[src/pco_pkg.sv]
/*
 * Shared constants of the programmable clock output block: register
 * addresses, field positions, reset values and select codes.
 * Assumes an 8-bit processor data bus with a 16-bit address.
 */
package pco_pkg;
    // ****************************************************************
    // Register addresses
    // ****************************************************************
    localparam logic [15:0] ADDR_CLKOUT_SEL = 16'hff40;
    localparam logic [15:0] ADDR_PORT14_DIR = 16'hff2e;
    localparam logic [15:0] ADDR_PORT14_LATCH = 16'hff0e;

    // ****************************************************************
    // Fields and reset values
    // ****************************************************************
    localparam int CLKOUT_ENABLE_BIT = 4;
    localparam int SRC_SEL_MSB = 3;
    localparam int CLKOUT_PIN_BIT = 0;
    localparam logic [4:0] CLKOUT_SEL_RESET = 5'h00;
    localparam logic [7:0] PORT14_DIR_RESET = 8'hff;
    localparam logic [7:0] PORT14_LATCH_RESET = 8'h00;
    localparam logic [7:0] READ_IDLE = 8'h00;

    // ****************************************************************
    // Source codes and divider width
    // ****************************************************************
    localparam logic [3:0] SRC_SUBSYSTEM = 4'h8;
    localparam int DIV_WIDTH = 7;
    localparam logic [6:0] DIV_ZERO = 7'h00;
    localparam logic [6:0] DIV_ONE = 7'h01;

    typedef enum {PCO_IDLE, PCO_RUN, PCO_DRAIN} pco_state_t;
endpackage : pco_pkg

[src/pco_prescaler.sv]
/*
 * Free running binary prescaler for the clock output divider.
 * Assumes the caller clears it at the start of every output burst.
 */
`timescale 1ns/1ps
`default_nettype none
module pco_prescaler
    import pco_pkg::*;
(
    input wire logic mclk,
    input wire logic rst_b,
    input wire logic clear,
    output logic [DIV_WIDTH-1:0] count
);
    logic [DIV_WIDTH-1:0] countReg;
    logic [DIV_WIDTH-1:0] countNext;

    // ****************************************************************
    // Counter
    // ****************************************************************
    // Restart from zero on clear, else count every cycle
    always_comb begin
        countNext = clear ? DIV_ZERO : countReg + DIV_ONE;
    end

    always_ff @(posedge mclk or negedge rst_b) begin
        if (!rst_b) begin
            countReg <= DIV_ZERO;
        end else begin
            countReg <= countNext;
        end
    end

    assign count = countReg;
endmodule : pco_prescaler
`default_nettype wire

[src/pco_clock_output.sv]
/*
 * Programmable clock output: selection register, port 14 direction and
 * latch registers, glitch free divider and pin driver.
 * Assumes the peripheral clock equals mclk/2 and the subsystem clock
 * arrives as a slow level on subClk, synchronised here.
 */
// How it works
// Enable clear stops the divider and holds the output low.
// Enable set runs the divider and drives the chosen clock.
// Codes 0 to 7 select peripheral clock divided by two to the n.
// Code 1000 passes the subsystem clock; higher codes are never written.
// Software keeps the output at or below 10 MHz.
// Software changes the source only while output is stopped.
// Software programs the source first, then sets enable.
// Output starts inside a low phase, so no short pulses appear.
// Output stops only after the current high phase has completed.
// Enable sits at bit 4, source select at bits 3 to 0.
// Reset clears the selection register, output disabled and low.
// Selection register takes single bit and whole byte writes.
// Software clears direction and latch bits to use the clock pin.
// Direction bit 0 turns the pin buffer on, 1 makes it input.
// Reset sets every port 14 direction bit to one.
// Divided clocks come from a binary counter, giving square waves.
`timescale 1ns/1ps
`default_nettype none
module pco_clock_output
    import pco_pkg::*;
(
    input wire logic mclk,
    input wire logic rst_b,
    input wire logic [15:0] busAddr,
    input wire logic busWrite,
    input wire logic [7:0] busWrData,
    input wire logic busBitOp,
    input wire logic [2:0] busBitIdx,
    input wire logic busBitVal,
    input wire logic busRead,
    output logic [7:0] busRdData,
    input wire logic subClk,
    output logic clkoutPin,
    output logic clkoutPinOe
);
    typedef struct packed {
        logic [4:0] sel;
        logic [7:0] dir;
        logic [7:0] latch;
        logic [7:0] rdData;
        logic level;
        logic subMeta;
        logic subSync;
        logic pinOut;
        logic pinOe;
    } pco_regs_t;

    pco_regs_t s_reg;
    pco_regs_t s_next;
    pco_state_t st_reg;
    pco_state_t st_next;
    logic [DIV_WIDTH-1:0] divCount;
    logic divClear;

    // ****************************************************************
    // Helpers
    // ****************************************************************
    // Terminal count mask for a select code: 2^n - 1
    function automatic logic [DIV_WIDTH-1:0] pco_mask(input logic [3:0] code);
        pco_mask = DIV_WIDTH'((8'h01 << code[2:0]) - 8'h01);
    endfunction : pco_mask

    // Byte after a bit manipulation or a whole byte write
    function automatic logic [7:0] pco_merge(input logic [7:0] old, input logic bitOp,
                                             input logic [2:0] idx, input logic val,
                                             input logic [7:0] data);
        logic [7:0] r;
        r = bitOp ? old : data;
        if (bitOp) begin
            r[idx] = val;
        end
        pco_merge = r;
    endfunction : pco_merge

    pco_prescaler u_prescaler (
        .mclk(mclk),
        .rst_b(rst_b),
        .clear(divClear),
        .count(divCount)
    );

    // ****************************************************************
    // Next state
    // ****************************************************************
    always_comb begin
        logic [7:0] selByte;
        logic [7:0] selMerged;
        logic enable;
        logic isSub;
        logic tick;
        logic lvl;
        logic wr;
        selByte = {3'h0, s_reg.sel};
        selMerged = selByte;
        enable = 1'b0;
        isSub = 1'b0;
        tick = 1'b0;
        lvl = 1'b0;
        s_next = s_reg;
        st_next = st_reg;
        divClear = 1'b0;
        wr = busWrite | busBitOp;
        // Register writes, bits 7..5 of the selection register stay zero
        if (wr && busAddr == ADDR_CLKOUT_SEL) begin
            selMerged = pco_merge(selByte, busBitOp, busBitIdx, busBitVal, busWrData);
            s_next.sel = selMerged[CLKOUT_ENABLE_BIT:0];
        end else if (wr && busAddr == ADDR_PORT14_DIR) begin
            s_next.dir = pco_merge(s_reg.dir, busBitOp, busBitIdx, busBitVal, busWrData);
        end else if (wr && busAddr == ADDR_PORT14_LATCH) begin
            s_next.latch = pco_merge(s_reg.latch, busBitOp, busBitIdx, busBitVal, busWrData);
        end
        // Registered read data, unmapped reads give zero
        if (!busRead) begin
            s_next.rdData = READ_IDLE;
        end else if (busAddr == ADDR_CLKOUT_SEL) begin
            s_next.rdData = selByte;
        end else if (busAddr == ADDR_PORT14_DIR) begin
            s_next.rdData = s_reg.dir;
        end else if (busAddr == ADDR_PORT14_LATCH) begin
            s_next.rdData = s_reg.latch;
        end else begin
            s_next.rdData = READ_IDLE;
        end
        // Subsystem clock synchroniser
        s_next.subMeta = subClk;
        s_next.subSync = s_reg.subMeta;
        enable = s_reg.sel[CLKOUT_ENABLE_BIT];
        isSub = s_reg.sel[SRC_SEL_MSB:0] == SRC_SUBSYSTEM;
        tick = (divCount & pco_mask(s_reg.sel[SRC_SEL_MSB:0])) == pco_mask(s_reg.sel[SRC_SEL_MSB:0]);
        // Advance the output level when running
        if (isSub) begin
            lvl = s_reg.subSync;
        end else if (s_reg.sel[SRC_SEL_MSB]) begin
            lvl = 1'b0;
        end else begin
            lvl = tick ? ~s_reg.level : s_reg.level;
        end
        case (st_reg)
            PCO_IDLE: begin
                s_next.level = 1'b0;
                if (enable && (!isSub || !s_reg.subSync)) begin
                    divClear = 1'b1;
                    st_next = PCO_RUN;
                end
            end
            PCO_RUN: begin
                if (!enable && !s_reg.level) begin
                    s_next.level = 1'b0;
                    st_next = PCO_IDLE;
                end else if (!enable) begin
                    s_next.level = lvl;
                    st_next = lvl ? PCO_DRAIN : PCO_IDLE;
                end else begin
                    s_next.level = lvl;
                end
            end
            default: begin
                s_next.level = lvl;
                if (!lvl) begin
                    st_next = enable ? PCO_RUN : PCO_IDLE;
                end
            end
        endcase
        // Pin driver: the latch bit is ORed in, so it must be zero for clock use
        s_next.pinOut = s_next.level | s_reg.latch[CLKOUT_PIN_BIT];
        s_next.pinOe = ~s_reg.dir[CLKOUT_PIN_BIT];
    end

    // ****************************************************************
    // State registers
    // ****************************************************************
    always_ff @(posedge mclk or negedge rst_b) begin
        if (!rst_b) begin
            s_reg.sel <= CLKOUT_SEL_RESET;
            s_reg.dir <= PORT14_DIR_RESET;
            s_reg.latch <= PORT14_LATCH_RESET;
            s_reg.rdData <= READ_IDLE;
            s_reg.level <= 1'b0;
            s_reg.subMeta <= 1'b0;
            s_reg.subSync <= 1'b0;
            s_reg.pinOut <= 1'b0;
            s_reg.pinOe <= 1'b0;
            st_reg <= PCO_IDLE;
        end else begin
            s_reg <= s_next;
            st_reg <= st_next;
        end
    end

    assign busRdData = s_reg.rdData;
    assign clkoutPin = s_reg.pinOut;
    assign clkoutPinOe = s_reg.pinOe;

    // ****************************************************************
    // Assertions
    // ****************************************************************
    off_low_a: assert property (@(posedge mclk) disable iff (!rst_b)
        st_reg == PCO_IDLE |-> !s_reg.level) else $error("level high while idle");
    start_low_a: assert property (@(posedge mclk) disable iff (!rst_b)
        (st_reg == PCO_IDLE && st_next == PCO_RUN && s_reg.sel[SRC_SEL_MSB:0] != SRC_SUBSYSTEM
         && s_reg.sel[SRC_SEL_MSB:0] != 4'h0)
        |=> !s_reg.level [*2]) else $error("output did not start in low phase");
    half_period_a: assert property (@(posedge mclk) disable iff (!rst_b)
        (st_reg == PCO_RUN && s_reg.sel == 5'h12 && $rose(s_reg.level))
        |-> s_reg.level [*4] ##1 !s_reg.level) else $error("divide by 4 high phase wrong");
    drain_high_a: assert property (@(posedge mclk) disable iff (!rst_b)
        st_reg == PCO_DRAIN |-> s_reg.level) else $error("drain entered with low level");
    stop_now_a: assert property (@(posedge mclk) disable iff (!rst_b)
        (st_reg == PCO_RUN && !s_reg.sel[CLKOUT_ENABLE_BIT] && !s_reg.level)
        |=> st_reg == PCO_IDLE) else $error("disabled output kept running");
    pin_dir_a: assert property (@(posedge mclk) disable iff (!rst_b)
        1'b1 |=> clkoutPinOe == !$past(s_reg.dir[CLKOUT_PIN_BIT])) else $error("pin buffer mismatches direction");
    bit_write_a: assert property (@(posedge mclk) disable iff (!rst_b)
        (busBitOp && busAddr == ADDR_CLKOUT_SEL && busBitIdx == 3'h4)
        |=> s_reg.sel[CLKOUT_ENABLE_BIT] == $past(busBitVal)) else $error("bit write to enable lost");
    byte_write_a: assert property (@(posedge mclk) disable iff (!rst_b)
        (busWrite && !busBitOp && busAddr == ADDR_CLKOUT_SEL)
        |=> s_reg.sel == $past(busWrData[4:0])) else $error("byte write to select lost");
    sub_route_a: assert property (@(posedge mclk) disable iff (!rst_b)
        (st_reg == PCO_RUN && s_reg.sel == 5'h18)
        |=> s_reg.level == $past(s_reg.subSync)) else $error("subsystem clock not routed");
endmodule : pco_clock_output
`default_nettype wire

[config.mk]
export PLATFORM = sky130hd
export DESIGN_NAME = pco_clock_output
export DESIGN_NICKNAME = d
export VERILOG_FILES = /design/src/pco_pkg.sv /design/src/pco_prescaler.sv /design/src/pco_clock_output.sv
export SDC_FILE = /design/constraint.sdc
export NUM_CORES = 1
export LEC_CHECK = 0
export BUFFER_PORTS_ARGS = -buffer_cell sky130_fd_sc_hd__buf_2
export CORE_ASPECT_RATIO = 1.2
export CORE_MARGIN = 2
export CORE_UTILIZATION = 50
export DETAILED_ROUTE_END_ITERATION = 10
export PLACE_DENSITY = 0.73
export SKIP_LAST_GASP = 1
export SYNTH_ARGS = -nofsm -noshare
export SYNTH_HDL_FRONTEND = slang
export SYNTH_SLANG_ARGS = --single-unit
[constraint.sdc]
create_clock -name mclk -period 3.3 [get_ports mclk]
set_input_delay 0.66 -clock mclk [delete_from_list [all_inputs] [get_ports mclk]]
set_output_delay 0.66 -clock mclk [all_outputs]
set_load 0.005 [all_outputs]
==> metrics.csv <==
metric,value,unit
total global-route track usage,22.12,%
Synth Area in Simple Gates,22.72,%
Main synth FF type,dfrtp_1,
"top cells by area, synth","dfrtp_1 35%, dfstp_2 8.5%, o21ai_0 5.0%",
wire per inst,15.28,um
Mapped Area,2484,um2
Switching Fraction,26.95,%
initial antenna violation count,0,
Startpoint Class,register,
Port Buffer Count,43,
Unique masters post-synth,56,
Final nets,329,
share of cells above drive strength 1,26.19,%
largest net degree at the start of global routing,44,
fmax,0.3452,GHz
# diodes,0,
CTS Buffer Depth,2,
Clock transition at path regs,0.08,ns
compound-gate portion of the synthesized area,22.92,%
clock network power share,33.1,%
"antenna viol nets, final",0,
"FF+latch count, synth",43,
initial DRC count,130,
Post-Synth XOR/XNOR Area,2.116,%
gr ovfl total,0,
largest family of logic cells by synthesized area,compound AO/OA/AOI/OAI gates,
worst-case vdd ir drop,254.1,uV
Synth Area in Adders,1.008,%
final hold violation count,0,
CTS Buf Count,5,
Flop pwr share,55.7,%
fraction of registers with async set/reset,100.0,%
Max Cap Viol,0,
smallest hold slack,0.3576,ns
routed via count,2064,
max reg flops,23,
final setup skew,0.01176,ns
dpl cell area,2674,um2
die area,5550,um2
Comb power frac,11.3,%
Routability Congestion,0.8149,
TNS Setup,0,ns
multiplexer area fraction after synthesis,1.209,%
slew margin rel.,37.91,%
1st-pass router iterations,4,
Ys Warns,0,
run status,completed,
first-pass GRT wire length,9211,um
WP data arrival,3.12,ns
DIE WIDTH,68.34,um
Pleak,1.212,nW
"area leader, netlist",dfrtp_1,
Die Y,81.21,um
min Tclk post-route,2.897,ns
Final Util,56.78,%
residual DRC count,0,
Power Internal,0.0007748,W
Mean Syn Cell Area,9.626,um2
Post-Syn Instances,258,
Via-to-Cell Ratio,5.831,
Critical Path Sink Type,register,
measured slew at the worst slew-check pin,0.9314,ns
H-tree depth,2,
Layout Area Growth over Synthesis,11.33,%
Hold/Removal Path Class,register to register,
period utilization,87.77,%
hpwl dp,3984,um
critical path class,register to register,
# hold bufs at CTS,0,
Layout fillers,443,
vias in the first global route,2038,
I/O pins,44,
"count leader, synth",dfrtp_1,
aggregate routed wire length,5409,um
worst-skew pair later-pin latency,0.30,ns
Net Sw Power,0.0002859,W
Synth Net Count,294,
RSZ-0062 raised after global routing,no,
Critical Path RT,3.52,ns
clock sink total,43,
"Slew Viols, Final",0,
initial core utilization,51.00,%
Final Cell Area,2765,um2
Final Setup Violations,0,
Power per Cell Area,383.6,nW/um2
root buffer cell,clkbuf_8,
Synth top area share,35.26,%
post-CTS sizing,0,
Post-CTS Setup Bufs,0,
Commonest cells post-synth,"35 x dfrtp_1, 26 x nor2_1, 25 x o21ai_0",
sequential share of the synthesized area,43.73,%
crit-path max FO,10,
Post-synth EDFFs,0,
Core ar.,4870,um2
num rows,28,
CTS tree,done,
-- critical path, cell delays in order (launching register included) --
cell	delay [ns]
dfrtp_1	0.52
nor3_1	0.37
inv_1	0.09
ha_1	0.28
and2b_1	0.18
mux2_4	0.28
a2111oi_4	0.42
nand3_2	0.17
mux2_4	0.32
a211oi_2	0.18
-- stage by stage --
stage / setup slack, ns / total power (W) / std cells
CTS: 0.4352 / 0.001066 / 354
detailed placement: 0.4404 / 0.0007214 / 346
global route: 0.2356 / 0.001110 / 354
floorplan: 0.6911 / 0.0006632 / 258
global placement: 0.5485 / 0.0007157 / 346
finish: 0.4034 / 0.001061 / 354
-- final timing paths --
path                             end  slack, ns       from  depth (start not counted)
setup / recovery           st_reg[0]       0.40  s_reg[31]                          9
hold / removal              s_reg[2]       0.36  s_next[2]                          0
setup reg to reg           st_reg[0]       0.40  s_reg[31]                          9
hold reg to reg             s_reg[2]       0.36  s_next[2]                          0
max in group asynchronous  st_reg[1]       2.22      rst_b                          1
min in group asynchronous  s_reg[18]       0.49      rst_b                          1
-- layout by cell type, fill, tap and decap left out, types with 3 or more instances in the layout --
cell      netlist  final
buf_2           2     43
dfrtp_1        35     35
nor2_1         26     26
o21ai_0        25     25
a21oi_1        16     16
nor2b_1        11     11
nand2_1        10     10
inv_1           9      9
o21ai_1         9      9
nand3_1         8      8
dfstp_2         8      8
a22oi_1         7      7
clkbuf_8        0      6
a222oi_1        5      5
nor3_1          4      4
and3_1          4      4
o21a_1          4      4
a31oi_1         4      4
o22ai_1         4      4
or2_0           4      4
nand2b_1        3      3
xor2_1          3      3
xnor2_1         3      3
buf_4           8      3
-- cells by family (layout without fill, tap and decap cells) --
| logic type | Yosys count | count (layout) |
|---|---|---|
| AND/OR/NAND/NOR | 92 | 92 |
| AO/OA/AOI/OAI | 86 | 86 |
| flip-flops | 43 | 43 |
| buffers and inverters | 27 | 63 |
| XOR/XNOR | 6 | 6 |
| adder cells (fa/ha/maj) | 2 | 2 |
| multiplexers | 2 | 2 |
-- power by group through the flow --
stage                     registers [W]  clock network [W]   logic, W
final                          0.000591           0.000351   0.000120
after global routing           0.000597           0.000374   0.000138
after CTS                      0.000591           0.000354   0.000121
after detailed placement       0.000601                  0   0.000120
after global placement         0.000599                  0   0.000117
after floorplan                0.000589                  0  0.0000737
-- final cells by class --
type / instances / area [um2] / area share [%]
Timing Repair Buffer: 46 / 237.7 / 8.597
Inverter: 9 / 33.78 / 1.222
Clock inverter: 1 / 5.005 / 0.1810
Tap cell: 60 / 75.07 / 2.715
Clock buffer: 7 / 86.33 / 3.122
Sequential cell: 43 / 1086 / 39.28
Multi-Input combinational cell: 188 / 1241 / 44.89
-- per-layer routing --
metal / vias up / part of all wire (%) / global-route usage, %
li1: 1002 / - / -
met1: 1000 / 43 / 26.77
met2: 51 / 51 / 38.45
met3: 11 / 3.9 / 4.848
met4: 0 / 1.8 / 7.200
met5: - / 0 / 0
Power figures use the tool's default switching activity.
